## config.mk

```make
export PLATFORM = sky130hd
export DESIGN_NAME = hsbfc_top
export DESIGN_NICKNAME = d
export VERILOG_FILES = /design/src/hdl/hsbfc_bitclk.v /design/src/hdl/hsbfc_top.v
export VERILOG_INCLUDE_DIRS = /design/src /design/src/common
export SDC_FILE = /design/constraint.sdc
export NUM_CORES = 2
export LEC_CHECK = 0
export ABC_CLOCK_PERIOD_IN_PS = 7450
export BUFFER_PORTS_ARGS = -buffer_cell sky130_fd_sc_hd__buf_2
export CORE_MARGIN = 5
export CORE_UTILIZATION = 54
export CTS_BUF_LIST = sky130_fd_sc_hd__clkbuf_4 sky130_fd_sc_hd__clkbuf_8
export DETAILED_ROUTE_END_ITERATION = 10
export MAX_ROUTING_LAYER = met4
export PLACE_DENSITY = 0.72
export SKIP_LAST_GASP = 1
export SLEW_MARGIN = 20
export SYNTH_ARGS = -nofsm -noshare
export SYNTH_HDL_FRONTEND = slang
export SYNTH_HIERARCHICAL = 1
export SYNTH_SLANG_ARGS = --single-unit
export TNS_END_PERCENT = 100
```

## constraint.sdc

```tcl
create_clock -name mclk -period 7.45 [get_ports mclk]
set_input_delay 0.3725 -clock mclk [delete_from_list [all_inputs] [get_ports mclk]]
set_output_delay 0.3725 -clock mclk [all_outputs]
set_load 0.01 [all_outputs]
```

## src/common/hsbfc_defs.vh

```
// shared constants for the host serial buffer and flow control block
// assumes the includer sets nothing; definitions only
`ifndef HSBFC_DEFS_VH
`define HSBFC_DEFS_VH
`define HSBFC_CLK_HZ        25000000
`define HSBFC_BAUD_DEF      9600
`define HSBFC_DATA_BITS     8
`define HSBFC_CTS_RESUME    34
`define HSBFC_XOFF_CHAR     8'h13
`define HSBFC_XON_CHAR      8'h11
`define HSBFC_RTS_FLOW      3'h2
`define HSBFC_PK_DEF        8'h40
`define HSBFC_IN_DEPTH      256
`define HSBFC_OUT_DEPTH     256
`define HSBFC_FT_DEF        9'h0E0
`endif

```

## src/hdl/hsbfc_bitclk.v

```verilog
// baud tick generator: one pulse per sixteenth of a bit period
// assumes divisor is held steady while the link is idle
`timescale 1ns/10ps
`default_nettype none
module hsbfc_bitclk #(
  parameter W = 16
) (
  // clock and reset
  input  wire         mclk,
  input  wire         srst,
  // divisor in clocks per sixteenth bit, minus one
  input  wire [W-1:0] div16,
  // ticks
  output reg          tick16
);
  reg [W-1:0] cnt_reg;
  // free running so receiver sampling stays phase-free of frames
  always @(posedge mclk) begin
    if (srst) begin
      cnt_reg <= {W{1'b0}};
      tick16  <= 1'b0;
    end else if (cnt_reg >= div16) begin
      cnt_reg <= {W{1'b0}};
      tick16  <= 1'b1;
    end else begin
      cnt_reg <= cnt_reg + {{(W-1){1'b0}}, 1'b1};
      tick16  <= 1'b0;
    end
  end
endmodule // hsbfc_bitclk
`default_nettype wire

```

## src/hdl/hsbfc_top.v

```verilog
// host serial port: input buffer with packetizing and cts, output buffer
// with rts and xon/xoff gating. radio side is a simple byte handshake.
`timescale 1ns/10ps
`default_nettype none
`include "hsbfc_defs.vh"
module hsbfc_top #(
  parameter IN_DEPTH  = `HSBFC_IN_DEPTH,
  parameter OUT_DEPTH = `HSBFC_OUT_DEPTH,
  parameter AW        = 8
) (
  // clock and reset
  input  wire        mclk,
  input  wire        srst,
  // host pins
  input  wire        serial_input_line,
  output reg         serial_output_line,
  output reg         cts_n,
  input  wire        rts_n,
  // configuration
  input  wire [15:0] serial_baud_setting,
  input  wire [7:0]  packet_byte_threshold,
  input  wire [15:0] packetization_timeout,
  input  wire [7:0]  max_radio_packet_size,
  input  wire        parity_setting,
  input  wire [8:0]  flow_stop_threshold,
  input  wire [2:0]  rts_pin_function,
  input  wire        software_flow_enable,
  input  wire        command_seq_seen,
  // radio side
  input  wire        radio_rx_busy,
  output reg         tx_request,
  output wire        tx_valid,
  output reg  [7:0]  tx_data,
  input  wire        tx_ready,
  input  wire        rx_valid,
  input  wire [7:0]  rx_data,
  output reg         rx_dropped,
  // status
  output reg  [8:0]  in_level,
  output reg  [8:0]  out_level
);
  function [AW-1:0] inc;
    input [AW-1:0] p;
    begin
      inc = p + {{(AW-1){1'b0}}, 1'b1};
    end
  endfunction

  wire tick16;
  hsbfc_bitclk #(.W(16)) u_bitclk (
    .mclk   (mclk),
    .srst   (srst),
    .div16  (serial_baud_setting),
    .tick16 (tick16)
  );

  // two-flop input synchronisers
  reg rxd_s1_reg, rxd_reg, rts_s1_reg, rts_reg;
  always @(posedge mclk) begin
    if (srst) begin
      rxd_s1_reg <= 1'b1;
      rxd_reg    <= 1'b1;
      rts_s1_reg <= 1'b1;
      rts_reg    <= 1'b1;
    end else begin
      rxd_s1_reg <= serial_input_line;
      rxd_reg    <= rxd_s1_reg;
      rts_s1_reg <= rts_n;
      rts_reg    <= rts_s1_reg;
    end
  end

  // receiver: 16x oversampled, mid-bit sampling
  reg [1:0] rs_reg;
  reg [3:0] rph_reg;
  reg [3:0] rbit_reg;
  reg [7:0] rsh_reg;
  reg       rdone_reg;
  localparam RS_IDLE = 2'h0, RS_START = 2'h1, RS_DATA = 2'h2, RS_STOP = 2'h3;
  always @(posedge mclk) begin
    if (srst) begin
      rs_reg <= RS_IDLE; rph_reg <= 4'h0; rbit_reg <= 4'h0;
      rsh_reg <= 8'h00; rdone_reg <= 1'b0;
    end else begin
      rdone_reg <= 1'b0;
      if (tick16) begin
        rph_reg <= rph_reg + 4'h1;
        case (rs_reg)
          RS_IDLE: if (!rxd_reg) begin
            rs_reg <= RS_START; rph_reg <= 4'h0;
          end
          RS_START: if (rph_reg == 4'h7) begin
            // glitch shorter than half a bit is rejected
            rs_reg   <= rxd_reg ? RS_IDLE : RS_DATA;
            rph_reg  <= 4'h0;
            rbit_reg <= 4'h0;
          end
          RS_DATA: if (rph_reg == 4'hF) begin
            rsh_reg  <= {rxd_reg, rsh_reg[7:1]}; // lsb first
            rbit_reg <= rbit_reg + 4'h1;
            if (rbit_reg == `HSBFC_DATA_BITS - 1) rs_reg <= RS_STOP;
          end
          RS_STOP: if (rph_reg == 4'hF) begin
            rs_reg    <= RS_IDLE;
            rdone_reg <= rxd_reg; // framing error drops byte
          end
          default: rs_reg <= RS_IDLE;
        endcase
      end
    end
  end

  // input buffer capacity from packet size and parity
  wire [8:0] in_cap = parity_setting ? {1'b0, max_radio_packet_size} + 9'h010
                                     : {max_radio_packet_size, 1'b0};
  localparam [8:0] IN_LIM_MAX = IN_DEPTH[8:0];
  wire [8:0] in_lim = (in_cap > IN_LIM_MAX) ? IN_LIM_MAX : in_cap;

  reg [7:0]    in_mem [0:IN_DEPTH-1];
  reg [AW-1:0] iw_reg, ir_reg;
  wire in_full  = (in_level >= in_lim);
  wire in_empty = (in_level == 9'h000);
  // flow characters steer the output side and never become payload
  wire flow_char = software_flow_enable
                   && (rsh_reg == `HSBFC_XOFF_CHAR || rsh_reg == `HSBFC_XON_CHAR);
  wire in_push  = rdone_reg && !in_full && !flow_char;
  wire in_pop   = tx_valid && tx_ready;
  assign tx_valid = tx_request && !in_empty && !radio_rx_busy;

  always @(posedge mclk) begin
    if (in_push) in_mem[iw_reg] <= rsh_reg;
  end
  // input buffer pointers, level and transmit data register
  always @(posedge mclk) begin
    if (srst) begin
      iw_reg <= {AW{1'b0}}; ir_reg <= {AW{1'b0}};
      in_level <= 9'h000; tx_data <= 8'h00;
    end else begin
      if (in_push) iw_reg <= inc(iw_reg);
      if (in_pop)  ir_reg <= inc(ir_reg);
      in_level <= in_level + {8'h00, in_push} - {8'h00, in_pop};
      tx_data  <= in_mem[in_pop ? inc(ir_reg) : ir_reg];
    end
  end

  // idle timer counts sixteenth-bit ticks of silence on the line, 160 per character time
  reg [19:0] idle_reg;
  reg        timeout_hit;
  wire [19:0] to_ticks = {packetization_timeout, 4'h0} * 20'd10;
  always @(posedge mclk) begin
    if (srst) begin
      idle_reg <= 20'h00000; timeout_hit <= 1'b0;
    end else begin
      if (rdone_reg || rs_reg != RS_IDLE) idle_reg <= 20'h00000;
      else if (tick16 && idle_reg != 20'hFFFFF) idle_reg <= idle_reg + 20'h00001;
      timeout_hit <= (packetization_timeout != 16'h0000)
                     && (idle_reg >= to_ticks);
    end
  end

  wire thr_on  = (packet_byte_threshold != 8'h00);
  wire [7:0] thr_val = (packet_byte_threshold > max_radio_packet_size)
                 ? max_radio_packet_size : packet_byte_threshold;
  wire thr_hit = thr_on && (in_level >= {1'b0, thr_val});
  wire pk_hit  = (in_level >= {1'b0, max_radio_packet_size});
  // transmission request held until the buffer empties
  always @(posedge mclk) begin
    if (srst) tx_request <= 1'b0;
    else if (in_empty) tx_request <= 1'b0;
    else if (thr_hit || timeout_hit || pk_hit || command_seq_seen)
      tx_request <= 1'b1;
  end

  // cts: stop early at the threshold or full, resume at 34 free
  wire [8:0] in_free = in_lim - in_level;
  always @(posedge mclk) begin
    if (srst) cts_n <= 1'b0;
    else if (in_full || in_level >= flow_stop_threshold)
      cts_n <= 1'b1;
    else if (in_free >= `HSBFC_CTS_RESUME)
      cts_n <= 1'b0;
  end

  // output buffer from radio; overflowing bytes are lost
  reg [7:0]    out_mem [0:OUT_DEPTH-1];
  reg [AW-1:0] ow_reg, or_reg;
  wire out_full  = (out_level == OUT_DEPTH);
  wire out_push  = rx_valid && !out_full;
  reg  out_pop;
  always @(posedge mclk) begin
    if (out_push) out_mem[ow_reg] <= rx_data;
  end

  // xon/xoff state from host characters, which are swallowed
  reg xoff_reg;
  always @(posedge mclk) begin
    if (srst) xoff_reg <= 1'b0;
    else if (!software_flow_enable) xoff_reg <= 1'b0;
    else if (rdone_reg && rsh_reg == `HSBFC_XOFF_CHAR) xoff_reg <= 1'b1;
    else if (rdone_reg && rsh_reg == `HSBFC_XON_CHAR)  xoff_reg <= 1'b0;
  end

  wire hold_out = (rts_pin_function == `HSBFC_RTS_FLOW && rts_reg)
                  || xoff_reg;

  // transmitter: 10 bits, each 16 sub ticks
  reg [3:0] tph_reg, tbit_reg;
  reg [9:0] tsh_reg;
  reg       tbusy_reg;
  always @(posedge mclk) begin
    if (srst) begin
      tph_reg <= 4'h0; tbit_reg <= 4'h0; tsh_reg <= 10'h3FF;
      tbusy_reg <= 1'b0; serial_output_line <= 1'b1; out_pop <= 1'b0;
    end else begin
      out_pop <= 1'b0;
      if (!tbusy_reg) begin
        serial_output_line <= 1'b1;
        if (out_level != 9'h000 && !hold_out && !out_pop) begin
          tsh_reg   <= {1'b1, out_mem[or_reg], 1'b0};
          tbusy_reg <= 1'b1;
          out_pop   <= 1'b1;
          tph_reg   <= 4'h0;
          tbit_reg  <= 4'h0;
        end
      end else if (tick16) begin
        serial_output_line <= tsh_reg[0];
        tph_reg <= tph_reg + 4'h1;
        if (tph_reg == 4'hF) begin
          tsh_reg  <= {1'b1, tsh_reg[9:1]};
          tbit_reg <= tbit_reg + 4'h1;
          if (tbit_reg == 4'h9) tbusy_reg <= 1'b0;
        end
      end
    end
  end

  // output pointers, level and drop flag
  always @(posedge mclk) begin
    if (srst) begin
      ow_reg <= {AW{1'b0}}; or_reg <= {AW{1'b0}};
      out_level <= 9'h000; rx_dropped <= 1'b0;
    end else begin
      if (out_push) ow_reg <= inc(ow_reg);
      if (out_pop)  or_reg <= inc(or_reg);
      out_level  <= out_level + {8'h00, out_push} - {8'h00, out_pop};
      rx_dropped <= rx_valid && out_full;
    end
  end
endmodule // hsbfc_top
`default_nettype wire

```

==> results_dict.tcl <==
set metrics [dict create \
    hold_class "in -> reg" \
    grt_max_degree 219 \
    place_hpwl_mm 228 \
    power_w 0.0516 \
    relSlewSlack 0.174 \
    placed_cells 11800 \
    critical_path_class "reg -> reg" \
    synth_nets 8125 \
    leakagePower_nw 58.2 \
    cts_resized 0 \
    power_density_mw_per_mm2 279 \
    avgSynthCellArea_um2 21.1 \
    synthXorXnorAreaFrac 0.00468 \
    arrival_ps 6680 \
    drt_wl_total_mm 388 \
    yosysUniqueCellTypes 77 \
    die_area_mm2 0.319 \
    synth_compound_area_frac 0.0206 \
    ios 109 \
    drt_iter0_markers 10900 \
    drc 0 \
    cp.required_ps 8470 \
    cpMaxStageDelayCell "buf_12" \
    setup_viol 0 \
    wire_per_inst_um 29.8 \
    max-cap-violations 0 \
    globalplace.congestion 0.868 \
    placementRows 203 \
    portBuffers 108 \
    clock.fmax_ghz 0.177 \
    async_flop_share 0 \
    yosysWarnings 6 \
    outcome "complete, no violations" \
    grt_antenna_before_repair 10 \
    final_layout_size_suffix_gt1_frac 0.280 \
    yosysTopAreaCell "edfxtp_1" \
    core_mm2 0.306 \
    cts_sinks 4247 \
    rsz0062_at_grt "false" \
    nets 8616 \
    clock_path_buffers 4 \
    path_buf_inv 3 \
    initial_core_util 0.543 \
    die_w_um 565 \
    layout_min_cycle_time_ps 5660 \
    die_h_um 565 \
    ir_drop_uv 280 \
    critical_path.cell_chain "inv_1, ha_1, and4bb_4, a21oi_4, nand2_1, xor2_4, buf_12, buf_12, mux4_2, a32oi_1, nand3_1, nor3_1, a31oi_1, or4_1" \
    grtUsageMet3 0.0514 \
    dr.pass1.iters 6 \
    overflow 0 \
    netlist_top_cells_area "edfxtp_1 (74%), mux4_2 (16%), dfxtp_1 (1.8%)" \
    synth_area_mm2 0.166 \
    worst_slew_pin_slew_ps 1240 \
    grtUsageMet2 0.371 \
    detail-route-antenna-nets 0 \
    synth-adder-area-share 0.0109 \
    crit_fanout 132 \
    max_stage_delay_ps 630 \
    cts-buffers-inserted 650 \
    netlist.area_leader.share 0.739 \
    muxShareOfSynthArea 0.164 \
    clk_latency_ps 1200 \
    cp_top_family "simple AND/OR/NAND/NOR gates" \
    ys.flop_type "edfxtp_1" \
    crit_path_end_kind "flip-flop" \
    area_growth_syn_to_layout_pct 11.3 \
    stdcell_count 13000 \
    drv_slew 0 \
    cp_common_cell "buf_12" \
    grt_pass1_vias 83700 \
    root_buffer "clkbuf_8" \
    synth_top_family_by_area "multiplexers" \
    top_usage_layer "met2" \
    htree_levels 6 \
    track_usage 0.250 \
    hold_viol 0 \
    grt_first_pass_wirelength_mm 574 \
    synthCells 7904 \
    layout_common_cells "edfxtp_1 (4096), mux4_2 (1182), clkbuf_8 (672), nor2_1 (660), a22oi_1 (187)" \
    clk_pin_slew_ps 70 \
    viasPerCell 6.36 \
    final_common_cell "edfxtp_1" \
    ys_seq_area_frac 0.757 \
    start_kind "flip-flop" \
    timing.final.crit_share 0.760 \
    fin_tns_setup_ps 0 \
    via_count 82900 \
    finClkSkew_ps 67.5 \
    timing.hold.ws_ps 128 \
    use_met1 0.367 \
    final_core_util 0.605 \
    synthSimpleGateAreaFrac 0.0303 \
    cts_tree "built" \
    ys_seq_elements 4247 \
    synth_edf_count 4096 \
]
[cells in the mapped netlist, drive strengths merged (9+ instances only)]
cell type / count
or3: 17
ha: 139
mux2i: 51
xor2: 49
edfxtp: 4096
or4: 10
a221oi: 9
nor2b: 27
nand3: 84
o22ai: 11
xnor2: 39
nor3: 46
a21o: 23
clkbuf: 274
and2: 14
inv: 99
a211oi: 11
o211ai: 17
a31oi: 26
nand4: 54
mux2: 11
mux4: 1182
and3: 11
nor2: 662
nand2: 171
a22oi: 187
o21ai: 50
buf: 157
a21oi: 126
dfxtp: 151
[where the power goes]
| group | leakage, nW | internal (W) | switching, W | total [W] |
|---|---|---|---|---|
| Sequential | 38.6 | 0.0261 | 0.000154 | 0.0262 |
| Combinational | 12.8 | 0.00319 | 0.00321 | 0.00640 |
| Clock | 6.75 | 0.00991 | 0.00910 | 0.0190 |
[routing by layer]
layer  vias to the layer above  wire length, um  part of all wire
met5                         -                0                 0
met4                         0             8070             0.021
met3                       573            42400              0.11
met2                      4924           182000              0.47
met1                     43400           155000              0.40
li1                      33900                -                 -
[final timing paths]
path                                        startpoint                    end  slack, ps  cells past startpoint
worst min-delay path                     radio_rx_busy   ir_reg[5]$_SDFF_PP0_        130                      6
worst max-delay path            in_level[4]$_SDFF_PP0_  tx_data[1]$_SDFF_PP0_       1790                     14
worst max register to register  in_level[4]$_SDFF_PP0_  tx_data[1]$_SDFF_PP0_       1790                     14
worst min register to register   rts_s1_reg$_SDFF_PP1_     rts_reg$_SDFF_PP1_        430                      1
[cell type report]
| type | count | area (um2) |
|---|---|---|
| clock buffers | 849 | 10500 |
| flip-flops and latches | 4247 | 126000 |
| diodes | 5 | 12.5 |
| multi-input cells | 3126 | 38500 |
| inverters | 100 | 375 |
| clock inverters | 327 | 2270 |
| fillers | 20900 | 121000 |
| well taps | 4100 | 5130 |
| repair buffers | 270 | 2360 |
[worst reg2reg max path: cells and delay by family (launching register included)]
kind                       cells  cell delay [ps]
buffers and inverters          3             1470
adders and majority gates      1              220
AOI/OAI and AO/OA              3             1000
xor gates and xnor gates       1              240
muxes                          1              560
and+or+nand+nor                5             1550
DFF                            1              490
[cells by family (layout without fill, tap and decap cells)]
group | after synthesis | count (layout)
adder cells (fa/ha/maj) | 143 | 143
other | 0 | 5
XOR/XNOR | 88 | 88
multiplexers | 1244 | 1244
AND/OR/NAND/NOR | 1143 | 1143
flip-flops | 4247 | 4247
AO/OA/AOI/OAI | 508 | 508
buffers and inverters | 531 | 1546
[repair_timing]
| action | in CTS | in global routing |
|---|---|---|
| setup endpoints to repair | 0 | 0 |
| buffers inserted | 0 | 0 |
| hold endpoints to repair | 789 | 0 |
| hold buffers | 37 | 0 |
[through the flow]
step / worst slack (ps) / cell area (um2)
after floorplan: 464 / 166000
final: 1790 / 185000
after detailed placement: 1340 / 172000
after global placement: 1380 / 172000
after CTS: 1770 / 185000
after global routing: 1440 / 185000
(Power assumes the default switching activity.)
